### config.mk
export PLATFORM = sky130hd
export DESIGN_NAME = swi_identity
export DESIGN_NICKNAME = d
export VERILOG_FILES = /design/src/swi_pkg.sv /design/src/swi_identity.sv
export SDC_FILE = /design/constraint.sdc
export NUM_CORES = 2
export LEC_CHECK = 0
export BUFFER_PORTS_ARGS = -buffer_cell sky130_fd_sc_hd__buf_4
export CORE_ASPECT_RATIO = 0.9
export CORE_MARGIN = 4
export CORE_UTILIZATION = 40
export CTS_CLUSTER_DIAMETER = 150
export CTS_CLUSTER_SIZE = 8
export DETAILED_ROUTE_END_ITERATION = 8
export MAX_ROUTING_LAYER = met4
export PLACE_DENSITY = 0.58
export SYNTH_ARGS = -nofsm -noshare
export SYNTH_HDL_FRONTEND = slang
export SYNTH_SLANG_ARGS = --single-unit
### constraint.sdc
create_clock -name clock -period 123.4 [get_ports clock]
set_clock_uncertainty 0.15 [all_clocks]
set_input_delay 24.68 -clock clock [delete_from_list [all_inputs] [get_ports clock]]
set_output_delay 24.68 -clock clock [all_outputs]
set_load 0.02 [all_outputs]
### src/swi_pkg.sv
// shared constants, state codes and crc helpers for the single-wire identity block
`default_nettype none
package swi_pkg;
   ////////////////////////////////////////////////////////////////////////////////
   // identity layout
   localparam int ID_BITS = 64;
   localparam int FAM_BITS = 8;
   localparam int SER_BITS = 48;
   localparam int BODY_BITS = 56;
   localparam logic [7:0] FAMILY_CODE = 8'h5a; // arbitrary value
   localparam logic [47:0] SERIAL_NUM = 48'h0123_4567_89ab; // arbitrary value
   // x^8 + x^5 + x^4 + 1, bit-reversed for a right-shifting register
   localparam logic [7:0] CRC_TAPS = 8'h8c;
   localparam logic [7:0] CRC_INIT = 8'h00;

   ////////////////////////////////////////////////////////////////////////////////
   // identity-layer command bytes
   localparam logic [7:0] CMD_READ_ID = 8'h33;
   localparam logic [7:0] CMD_MATCH_ID = 8'h55;
   localparam logic [7:0] CMD_SEARCH_ID = 8'hf0;
   localparam logic [7:0] CMD_SKIP_ID = 8'hcc;

   ////////////////////////////////////////////////////////////////////////////////
   // memory geometry and reset values
   localparam int MEM_BYTES = 128;
   localparam int STAT_BYTES = 8;
   localparam int PAGE_SHIFT = 5;
   localparam logic [2:0] WP_BYTE = 3'h0;
   localparam logic [7:0] ERASED = 8'hff;
   localparam int FIFO_WIDTH = 8;
   localparam int FIFO_DEPTH = 16;
   localparam logic [6:0] BITCNT_LAST = 7'h3f;
   localparam logic [2:0] BYTE_LAST = 3'h7;

   typedef enum logic [2:0] {
      SWI_CMD = 3'h0,
      SWI_READ = 3'h1,
      SWI_MATCH = 3'h3,
      SWI_SRCH_A = 3'h2,
      SWI_SRCH_B = 3'h6,
      SWI_SRCH_C = 3'h7,
      SWI_SEL = 3'h5,
      SWI_QUIET = 3'h4
   } swi_state_type;

   ////////////////////////////////////////////////////////////////////////////////
   // one crc step: feedback is incoming bit xor lsb, shift right, fold taps
   function automatic logic [7:0] crc_step(input logic [7:0] acc, input logic b);
      logic fb;
      fb = acc[0] ^ b;
      crc_step = {1'b0, acc[7:1]} ^ (fb ? CRC_TAPS : 8'h00);
   endfunction : crc_step

   // crc over the 56 body bits, lsb of family code first
   function automatic logic [7:0] crc_body(input logic [55:0] body);
      logic [7:0] acc;
      acc = CRC_INIT;
      for (int i = 0; i < BODY_BITS; i++) begin
         acc = crc_step(acc, body[i]);
      end
      crc_body = acc;
   endfunction : crc_body
endpackage : swi_pkg
`default_nettype wire

### src/swi_identity.sv
// identity layer, crc checker, add-only memory and command fifo
`default_nettype none

////////////////////////////////////////////////////////////////////////////////
// byte fifo with registered flags and head word
module swi_fifo #(
   parameter int WIDTH = 8,
   parameter int DEPTH = 16
) (
   // clock and reset
   input wire logic clock,
   input wire logic sys_rst,
   input wire logic flush,
   // fill side
   input wire logic in_valid,
   input wire logic [WIDTH-1:0] in_data,
   output logic in_ready,
   // drain side
   output logic out_valid,
   output logic [WIDTH-1:0] out_data,
   input wire logic out_ready
);
   // depth must be a power of two so the pointers wrap on their own
   localparam int AW = $clog2(DEPTH);
   typedef struct packed {
      logic [DEPTH-1:0][WIDTH-1:0] mem;
      logic [AW-1:0] wr;
      logic [AW-1:0] rd;
      logic [AW:0] cnt;
      logic in_ready;
      logic out_valid;
      logic [WIDTH-1:0] out_data;
   } swi_fifo_state_type;
   swi_fifo_state_type s, next_s;

   // pointer and flag update; flags are recomputed from the next count
   always_comb begin
      logic push;
      logic pop;
      push = in_valid & s.in_ready;
      pop = s.out_valid & out_ready;
      next_s = s;
      if (push) begin
         next_s.mem[s.wr] = in_data;
         next_s.wr = s.wr + 1'b1;
      end
      if (pop) begin
         next_s.rd = s.rd + 1'b1;
      end
      next_s.cnt = s.cnt + (AW+1)'(push) - (AW+1)'(pop);
      if (flush) begin
         next_s.wr = '0;
         next_s.rd = '0;
         next_s.cnt = '0;
      end
      next_s.in_ready = next_s.cnt != (AW+1)'(DEPTH);
      next_s.out_valid = next_s.cnt != '0;
      next_s.out_data = next_s.mem[next_s.rd];
   end

   always_ff @(posedge clock or posedge sys_rst) begin
      if (sys_rst) begin
         s <= '{mem: '0, wr: '0, rd: '0, cnt: '0, in_ready: 1'b1,
                out_valid: 1'b0, out_data: '0};
      end else begin
         s <= next_s;
      end
   end

   assign in_ready = s.in_ready;
   assign out_valid = s.out_valid;
   assign out_data = s.out_data;
endmodule : swi_fifo

////////////////////////////////////////////////////////////////////////////////
// Behaviour
// - 64-bit identity: family, serial, crc
// - crc polynomial x8+x5+x4+1, bitwise
// - accumulator cleared before first identity bit
// - family lsb first, then serial lsb first
// - after 56 bits accumulator equals stored crc
// - all 64 bits leave accumulator zero
// - memory commands refused until identity command done
// - read, match, search, skip select one device
// - bytes travel least significant bit first
// - programming only clears bits
// - 1024 bits as four 256-bit pages
// - protected page refuses programming, reads allowed
// - redirection bytes point to replacement page (code stores them, reads are not redirected)
// - high-voltage flag qualifies programming
// - presence answered on bus reset
module swi_identity (
   // clock and reset
   input wire logic clock,
   input wire logic sys_rst,
   // bit-slot layer
   input wire logic bus_rst,
   input wire logic rx_valid,
   input wire logic rx_bit,
   output logic rx_ready,
   output logic tx_valid,
   output logic tx_bit,
   input wire logic tx_ready,
   output logic presence,
   // programming voltage detector pin
   input wire logic prog_volt_pin,
   // status
   output logic mem_access_en,
   output logic id_crc_ok,
   output logic hv_flag,
   // memory-function command bytes
   output logic cmd_valid,
   output logic [7:0] cmd_data,
   input wire logic cmd_ready,
   // programming port
   input wire logic prog_req,
   input wire logic prog_status,
   input wire logic [6:0] prog_addr,
   input wire logic [7:0] prog_data,
   output logic prog_ack,
   output logic prog_fail,
   // read port
   input wire logic rd_req,
   input wire logic rd_status,
   input wire logic [6:0] rd_addr,
   output logic rd_valid,
   output logic [7:0] rd_data
);
   localparam logic [63:0] ID = {
      swi_pkg::crc_body({swi_pkg::SERIAL_NUM, swi_pkg::FAMILY_CODE}),
      swi_pkg::SERIAL_NUM, swi_pkg::FAMILY_CODE};

   typedef struct packed {
      swi_pkg::swi_state_type st;
      logic [6:0] bitcnt;
      logic [7:0] shreg;
      logic [7:0] crc;
      logic sel;
      logic pend;
      logic rx_ready;
      logic tx_valid;
      logic tx_bit;
      logic presence;
      logic crc_ok;
      logic hv_s1;
      logic hv_s2;
      logic [swi_pkg::MEM_BYTES-1:0][7:0] mem;
      logic [swi_pkg::STAT_BYTES-1:0][7:0] stat;
      logic prog_ack;
      logic prog_fail;
      logic rd_valid;
      logic [7:0] rd_data;
   } swi_top_state_type;
   swi_top_state_type s, next_s;

   logic fifo_in_ready;
   logic fifo_push;

   ////////////////////////////////////////////////////////////////////////////////
   // command bytes for the memory layer pass the fifo only once selected
   assign fifo_push = s.pend & fifo_in_ready;

   swi_fifo #(
      .WIDTH(swi_pkg::FIFO_WIDTH),
      .DEPTH(swi_pkg::FIFO_DEPTH)
   ) u_fifo (
      .clock(clock),
      .sys_rst(sys_rst),
      .flush(bus_rst),
      .in_valid(fifo_push),
      .in_data(s.shreg),
      .in_ready(fifo_in_ready),
      .out_valid(cmd_valid),
      .out_data(cmd_data),
      .out_ready(cmd_ready)
   );

   ////////////////////////////////////////////////////////////////////////////////
   // next-state logic
   always_comb begin
      logic take_rx;
      logic sent;
      logic idb;
      logic last;
      logic [1:0] page;
      logic ok;
      take_rx = rx_valid & s.rx_ready;
      sent = s.tx_valid & tx_ready;
      idb = ID[s.bitcnt[5:0]];
      last = s.bitcnt == swi_pkg::BITCNT_LAST;
      page = prog_addr[6:swi_pkg::PAGE_SHIFT];
      ok = 1'b0;
      next_s = s;
      next_s.presence = 1'b0;
      next_s.prog_ack = 1'b0;
      next_s.rd_valid = 1'b0;
      // synchroniser: only the second stage is read by logic
      next_s.hv_s1 = prog_volt_pin;
      next_s.hv_s2 = s.hv_s1;
      if (fifo_push) begin
         next_s.pend = 1'b0;
      end

      unique case (s.st)
         swi_pkg::SWI_CMD: begin
            if (take_rx) begin
               next_s.shreg = {rx_bit, s.shreg[7:1]}; // lsb arrives first
               next_s.bitcnt = s.bitcnt + 7'h1;
               if (s.bitcnt[2:0] == swi_pkg::BYTE_LAST) begin
                  next_s.bitcnt = '0;
                  next_s.crc = swi_pkg::CRC_INIT;
                  // first byte after reset must be an identity command
                  unique case (next_s.shreg)
                     swi_pkg::CMD_READ_ID: next_s.st = swi_pkg::SWI_READ;
                     swi_pkg::CMD_MATCH_ID: next_s.st = swi_pkg::SWI_MATCH;
                     swi_pkg::CMD_SEARCH_ID: next_s.st = swi_pkg::SWI_SRCH_A;
                     swi_pkg::CMD_SKIP_ID: begin
                        next_s.st = swi_pkg::SWI_SEL;
                        next_s.sel = 1'b1;
                     end
                     default: next_s.st = swi_pkg::SWI_QUIET;
                  endcase
               end
            end
         end
         swi_pkg::SWI_READ: begin
            // one idle cycle between bits keeps the handshake simple
            if (!s.tx_valid) begin
               next_s.tx_valid = 1'b1;
               next_s.tx_bit = idb;
            end else if (sent) begin
               next_s.tx_valid = 1'b0;
               next_s.crc = swi_pkg::crc_step(s.crc, s.tx_bit);
               next_s.bitcnt = s.bitcnt + 7'h1;
               if (last) begin
                  next_s.st = swi_pkg::SWI_SEL;
                  next_s.sel = 1'b1;
                  next_s.crc_ok = next_s.crc == 8'h00;
               end
            end
         end
         swi_pkg::SWI_MATCH: begin
            if (take_rx) begin
               next_s.crc = swi_pkg::crc_step(s.crc, rx_bit);
               next_s.bitcnt = s.bitcnt + 7'h1;
               if (rx_bit != idb) begin
                  next_s.st = swi_pkg::SWI_QUIET; // not addressed
               end else if (last) begin
                  next_s.st = swi_pkg::SWI_SEL;
                  next_s.sel = 1'b1;
                  next_s.crc_ok = next_s.crc == 8'h00;
               end
            end
         end
         swi_pkg::SWI_SRCH_A, swi_pkg::SWI_SRCH_B: begin
            // send the bit, then its complement, then hear the master's pick
            if (!s.tx_valid) begin
               next_s.tx_valid = 1'b1;
               next_s.tx_bit = (s.st == swi_pkg::SWI_SRCH_A) ? idb : ~idb;
            end else if (sent) begin
               next_s.tx_valid = 1'b0;
               next_s.st = (s.st == swi_pkg::SWI_SRCH_A) ? swi_pkg::SWI_SRCH_B
                                                          : swi_pkg::SWI_SRCH_C;
            end
         end
         swi_pkg::SWI_SRCH_C: begin
            if (take_rx) begin
               next_s.crc = swi_pkg::crc_step(s.crc, rx_bit);
               next_s.bitcnt = s.bitcnt + 7'h1;
               next_s.st = swi_pkg::SWI_SRCH_A;
               if (rx_bit != idb) begin
                  next_s.st = swi_pkg::SWI_QUIET; // drops out of the search
               end else if (last) begin
                  next_s.st = swi_pkg::SWI_SEL;
                  next_s.sel = 1'b1;
                  next_s.crc_ok = next_s.crc == 8'h00;
               end
            end
         end
         swi_pkg::SWI_SEL: begin
            // bytes assemble lsb first; a full fifo holds rx_ready low
            if (take_rx) begin
               next_s.shreg = {rx_bit, s.shreg[7:1]};
               next_s.bitcnt = s.bitcnt + 7'h1;
               if (s.bitcnt[2:0] == swi_pkg::BYTE_LAST) begin
                  next_s.pend = 1'b1;
                  next_s.bitcnt = '0;
               end
            end
         end
         swi_pkg::SWI_QUIET: begin
            // deselected devices wait silently for the next bus reset
         end
      endcase

      // bus reset drops any selection and answers with presence
      if (bus_rst) begin
         next_s.st = swi_pkg::SWI_CMD;
         next_s.bitcnt = '0;
         next_s.sel = 1'b0;
         next_s.pend = 1'b0;
         next_s.tx_valid = 1'b0;
         next_s.crc_ok = 1'b0;
         next_s.presence = 1'b1;
      end
      next_s.rx_ready = ~next_s.pend;

      // programming: selected, high voltage present, and for memory bytes the page not protected
      if (prog_req) begin
         if (prog_status) begin
            ok = s.sel & s.hv_s2;
            if (ok) begin
               // redirection bytes are add-only like the rest
               next_s.stat[prog_addr[2:0]] = s.stat[prog_addr[2:0]] & prog_data;
            end
         end else begin
            ok = s.sel & s.hv_s2 & s.stat[swi_pkg::WP_BYTE][page];
            if (ok) begin
               next_s.mem[prog_addr] = s.mem[prog_addr] & prog_data;
            end
         end
         next_s.prog_ack = 1'b1;
         next_s.prog_fail = ~ok;
      end

      // reads ignore write protection; refused reads return erased data
      if (rd_req) begin
         next_s.rd_valid = 1'b1;
         next_s.rd_data = swi_pkg::ERASED;
         if (s.sel) begin
            next_s.rd_data = rd_status ? s.stat[rd_addr[2:0]] : s.mem[rd_addr];
         end
      end
   end

   ////////////////////////////////////////////////////////////////////////////////
   // state register; memory resets to the erased pattern
   always_ff @(posedge clock or posedge sys_rst) begin
      if (sys_rst) begin
         s <= '{st: swi_pkg::SWI_CMD, bitcnt: '0, shreg: '0, crc: swi_pkg::CRC_INIT,
                sel: 1'b0, pend: 1'b0, rx_ready: 1'b1, tx_valid: 1'b0, tx_bit: 1'b0,
                presence: 1'b0, crc_ok: 1'b0, hv_s1: 1'b0, hv_s2: 1'b0,
                mem: {swi_pkg::MEM_BYTES{swi_pkg::ERASED}},
                stat: {swi_pkg::STAT_BYTES{swi_pkg::ERASED}},
                prog_ack: 1'b0, prog_fail: 1'b0, rd_valid: 1'b0,
                rd_data: swi_pkg::ERASED};
      end else begin
         s <= next_s;
      end
   end

   ////////////////////////////////////////////////////////////////////////////////
   // outputs straight from the state register
   assign rx_ready = s.rx_ready;
   assign tx_valid = s.tx_valid;
   assign tx_bit = s.tx_bit;
   assign presence = s.presence;
   assign mem_access_en = s.sel;
   assign id_crc_ok = s.crc_ok;
   assign hv_flag = s.hv_s2;
   assign prog_ack = s.prog_ack;
   assign prog_fail = s.prog_fail;
   assign rd_valid = s.rd_valid;
   assign rd_data = s.rd_data;
endmodule : swi_identity
`default_nettype wire

Word-level counts from Yosys, hierarchy flattened
Memories as Yosys holds them, arrays and structs flattened.
Cells that the tools add are included.
W data, S select, Z words.
{"block": "totals", "ff_bits": 1285, "rom_bits": 64, "in_bits": 34, "output_inout_bits": 27, "elab_cells": 353, "n_memories": 1}
{"block": "classes", "addsub": 5, "order_cmp": 11, "n_eq_ne": 36, "muxes": 81, "bitwise_logic": 17, "n_reduce_logical": 27}
{"name": "(name not given)", "depth": 64, "width": 1, "read_ports": 1, "rd_clocked_by_memory_dff": 0, "wr": 0, "line": "swi_identity.sv:189", "source": "idb = ID[s.bitcnt[5:0]];"}
{"cell": "$bwmux W1024", "n": 1}
{"cell": "$mux W132", "n": 1}
{"cell": "$bwmux W128", "n": 1}
{"cell": "$bmux W8 S7", "n": 2}
{"cell": "$mux W8", "n": 12}
{"cell": "$bwmux W64", "n": 1}
{"cell": "$mux W10", "n": 6}
{"cell": "$demux W8 S7", "n": 1}
{"cell": "$bmux W8 S3", "n": 2}
{"cell": "$mux W9", "n": 5}
{"cell": "$pmux W7 S5", "n": 1}
{"cell": "$ne A3 B3 Y1 const B", "n": 11}
{"cell": "$bmux W8 S4", "n": 1}
{"cell": "$demux W8 S4", "n": 1}
{"cell": "$mux W27", "n": 1}
{"cell": "$pmux W9 S3", "n": 1}
{"cell": "$demux W8 S3", "n": 1}
{"cell": "$mux W1", "n": 24}
{"cell": "$mux W3", "n": 6}
{"cell": "$and A8 B8 Y8", "n": 2}
{"cell": "$eq A8 B8 Y1 const B", "n": 2}
{"cell": "$logic_not A8 Y1", "n": 2}
{"cell": "$lt A7 B8 Y1 const B", "n": 2}
{"cell": "$pmux W8 S2", "n": 1}
{"cell": "50 further kinds", "n": 89}

Depth between registers and ports, before layout
{"block": "depth", "ltp_word": 9, "depth_mapped": 15, "mapped_depth_nobuf": 10}

By module
From an unflattened synthesis, not the netlist that was laid out.
{"block": "hier_totals", "cells_unflattened": 6121, "hier_area_um2": 66706.5}
{"module": "swi_identity", "instances": 1, "cells_each": 5373, "area_each_um2": 58882.7, "seq_area_each_um2": 29749.8}
{"module": "swi_fifo", "instances": 1, "cells_each": 748, "area_each_um2": 7823.8, "seq_area_each_um2": 3779.9}

Worst setup path after synthesis
OpenSTA, ideal clock, no wires.
{"block": "synth_timing", "kind": "in2reg", "from": "input port prog_addr[1]", "to": "register s[1003] (netlist bit)", "setup_ns": 0.082, "arrival_time_ns": 27.219, "required_time_ns": 123.168, "setup_slack_ns": 95.949, "path_stages": 15, "n_path_buf": 8, "cell_sequence": "buf_2 > and3_1 > buf_2 > buf_2 > buf_2 > buf_6 > buf_2 > a22oi_1 > nand4_1 > a221oi_1 > o31ai_1 > o41a_1 > buf_4 > buf_2 > mux2_2"}
{"block": "synth_via", "elab_chain_cells": 5, "elab_cells_between_ends": 9, "cone_classes": "order compare: 2; mux: 5; bitwise: 1; reduce/logical: 1"}
{"item": "start: declaration", "line": "swi_identity.sv:118", "source": "input wire logic [6:0] prog_addr,"}
{"item": "$lt A7 B8 Y1 (implied by the code) or $ge A7 B1 Y1 (tied branches)", "line": "swi_identity.sv:319", "source": "next_s.mem[prog_addr] = s.mem[prog_addr] & prog_data;"}
{"item": "$logic_and A1 B1 Y1 (implied by the code)", "line": "swi_identity.sv:319"}
{"item": "$mux W8 (implied by the code)", "line": "swi_identity.sv:319"}
{"item": "$demux W8 S7", "line": "swi_identity.sv:319"}
{"item": "$bwmux W1024 *", "line": "swi_identity.sv:319"}
{"item": "end signal: assignment", "line": "swi_identity.sv:340", "source": "s <= '{st: swi_pkg::SWI_CMD, bitcnt: '0, shreg: '0, crc: swi_pkg::CRC_INIT,"}
{"item": "end signal: assignment", "line": "swi_identity.sv:348", "source": "s <= next_s;"}
{"item": "end: declaration", "line": "swi_identity.sv:154", "source": "swi_top_state_type s, next_s;"}
Mark *: on every way between the ends. The rest lies on a longest branch, timed or not. The select of a mux whose other input is x is not followed.
A chain may end at the register's enable or synchronous reset.

Worst setup path in the final report
{"block": "layout_timing", "from": "input port prog_addr[2]", "to": "register s[1043] (netlist bit)"}
The elaborated chain is that of the path after synthesis.

==> impl_metrics.py <==
metrics = {
    "power_and_ir_drop": {
        "power_uw": 947.7,
        "p_int_uw": 701.2,
        "power.switching_uw": 246.4,
        "p_per_area_nw_per_um2": 13.17,
        "leakage_uw": 0.02504,
        "p_sw_share_pct": 26.00,
        "irDropWorstVdd_v": 0.000009368,
        "clockPowerShare_pct": 46.9,
        "combinationalPowerShare_pct": 7.4,
        "p_seq_share_pct": 45.7,
    },
    "critical_path": {
        "cp-end-kind": "flip-flop",
        "crit_path_max_fanout": 84,
        "crit_type": "in2reg",
        "worstPathRequired_ns": 123.99,
        "cp-start-kind": "input port",
        "crit_arrival_ns": 30.29,
    },
    "floorplanning": {
        "num_rows": 140,
        "die_area_um2": 170100,
        "io_pins": 61,
        "die_w_um": 434.3,
        "die_y_um": 391.6,
        "initial_utilization_pct": 40.33,
        "core_um2": 162200,
    },
    "route": {
        "wl_per_cell_um": 29.27,
        "drc": 0,
        "avgViaCountPerCell": 6.386,
        "dr.pass1.iters": 6,
        "antenna_left": 0,
        "drt_iter0_markers": 6937,
        "drt_wl_total_um": 238000,
        "routed-via-count": 51920,
    },
    "timing": {
        "hold_violations": 0,
        "rsz0062_at_grt": "no",
        "timing.fmax_ghz": 0.03367,
        "period_needed_ns": 29.70,
        "fin_crit_sh_pct": 24.07,
        "slew_headroom_pct": 10.50,
        "setup-tns-final_ns": 0,
        "worst_pin_slew_ns": 1.338,
        "finalSetupViolCount": 0,
        "drv_slew": 0,
    },
    "cells_and_area": {
        "area_growth_pct": 9.973,
        "stdcell_count": 8130,
        "fillers": 15140,
        "utilization_pct": 44.35,
        "final_area_um2": 71940,
        "layout.cells.most_common": "nand2_1",
        "num-nets-final": 6011,
        "final_cell_mix": "nand2_1, dfstp_2, o21ai_0, a22oi_1, mux2_2",
        "drive_gt1_share_pct": 34.13,
    },
    "cts": {
        "insertion_delay_ns": 0.82,
        "hold_buffers": 0,
        "cts_sinks": 1285,
        "cts_setup_buffers": 0,
        "cts_tree": "built",
        "cts-root-buf": "clkbuf_16",
        "clkTransAtPathRegs_ns": 0.05,
        "cts_made_buffers": 178,
        "post_cts_resized": 0,
        "cts.path.max_buffers": 3,
        "htreeDepth": 4,
    },
    "placed_design": {
        "io_buffers": 60,
        "place_inst": 7909,
        "finalWeightedCongestion": 0.9186,
        "hpwl_um": 148100,
        "placed_cell_area_um2": 67150,
    },
    "synthesis": {
        "syn_inst": 6185,
        "synth-seq-area-share_pct": 51.26,
        "ys_top_cells_by_area": "dfstp_2, mux4_2, o21ai_0",
        "async_reset_ff_share_pct": 100.0,
        "yosysTopAreaCell": "dfstp_2",
        "mappedNetlistArea_um2": 65410,
        "ys_types": 70,
        "synth_nets": 6237,
        "synth_edf_count": 0,
        "yosys_register_bits": 1285,
        "ys_warn_count": 0,
        "avgSynthCellArea_um2": 10.58,
        "synth-main-ff-cell": "dfstp_2",
        "yosys.area.top_type_share_pct": 44.11,
    },
    "global_route": {
        "antenna_found_initial": 13,
        "grt_util_all_layers_pct": 28.53,
        "overflow": 0,
        "grt_first_pass_wirelength_um": 353400,
        "grt_pass1_vias": 50760,
        "grt_start_max_net_pins": 165,
    },
    "job": {
        "drv_cap": 0,
    },
    "run_status": {
        "status": "complete, no violations",
    },
    "min_path": {
        "hp-class": "reg2reg",
    },
}
## area by class of cell
class,count,area (um2),area share [%]
clock inverter,15,237.7,0.3305
multi-input combinational,4299,29490,41.00
tap,2130,2665,3.705
timing repair buffer,166,1349,1.875
inverter,29,116.4,0.1618
clock buffer,195,4518,6.281
antenna,11,27.53,0.03827
sequential,1285,33530,46.61
## path summary, 6_finish.rpt
check	start	to	slack [ns]	cells past startpoint
min reg2reg	next_s[1099]	hv_flag	0.20	0
max	prog_addr[2]	s[1043]	93.70	12
max reg2reg	s[207]	s[879]	119.11	7
min	next_s[1099]	hv_flag	0.20	0
min in group asynchronous	sys_rst	rd_valid	23.82	2
max in group asynchronous	sys_rst	s[470]	95.42	6
## per-layer routing
metal,routed length (um),vias up,GRT usage [%]
li1,-,22250,-
met1,98650,26220,38.62
met2,102600,2825,40.00
met3,24820,627,7.621
met4,11890,0,13.00
met5,0,-,-
## cells in the mapped netlist (47+ instances only)
| cell type | count |
|---|---|
| mux2_2 | 285 |
| a211oi_1 | 50 |
| nor3_1 | 53 |
| a21oi_1 | 89 |
| mux2i_1 | 77 |
| a22oi_1 | 533 |
| dfrtp_1 | 187 |
| a41oi_1 | 47 |
| mux4_2 | 258 |
| buf_2 | 86 |
| nand2_1 | 1222 |
| nor2_1 | 173 |
| o21ai_0 | 996 |
| clkbuf_1 | 409 |
| dfstp_2 | 1098 |
| o22ai_1 | 79 |
| nand4_1 | 59 |
## through the flow
stage	worst slack [ns]	hold slack, ns
global placement	92.60	0.1829
detailed placement	93.19	0.1902
floorplan	64.17	0.1812
global route	93.74	0.2135
CTS	94.02	0.2036
finish	93.70	0.2011
## cell families (layout without fill, tap and decap cells)
group / Yosys count / in the layout / synth area share [%]
and+or+nand+nor: 1640 / 1640 / 10.32
buffers and inverters: 601 / 405 / 3.894
xor gates and xnor gates: 14 / 14 / 0.1875
adders and majority gates: 18 / 18 / 0.3558
DFF: 1285 / 1285 / 51.26
muxes: 620 / 620 / 14.97
AOI/OAI and AO/OA: 2007 / 2007 / 19.02
other: 0 / 11 / 0
## power by group through the flow
stage / logic [uW] / clock network, uW / registers (uW)
after floorplan: 46.4 / 0 / 432
after global placement: 68.7 / 0 / 438
after detailed placement: 69.3 / 0 / 438
after CTS: 69.5 / 451 / 433
after global routing: 74.4 / 469 / 433
final: 70.3 / 445 / 433
## flip-flops by register name (all words and copies together) (netlist names), 8 cells and up
register	count
rd_data	8
u_fifo.s	141
u_fifo.out_data	8
s	1115
## worst max-delay path, cell delays in order
cell and delay (ns):
buf_4 0.49, nor3b_2 0.28, buf_4 0.40, buf_12 0.51
buf_4 0.60, a22oi_1 0.13, nand4_1 0.20, a221oi_1 0.17
a311oi_1 0.56, o41a_2 0.83, buf_4 0.81, mux2_2 0.30
Power figures use the tool's default switching activity.
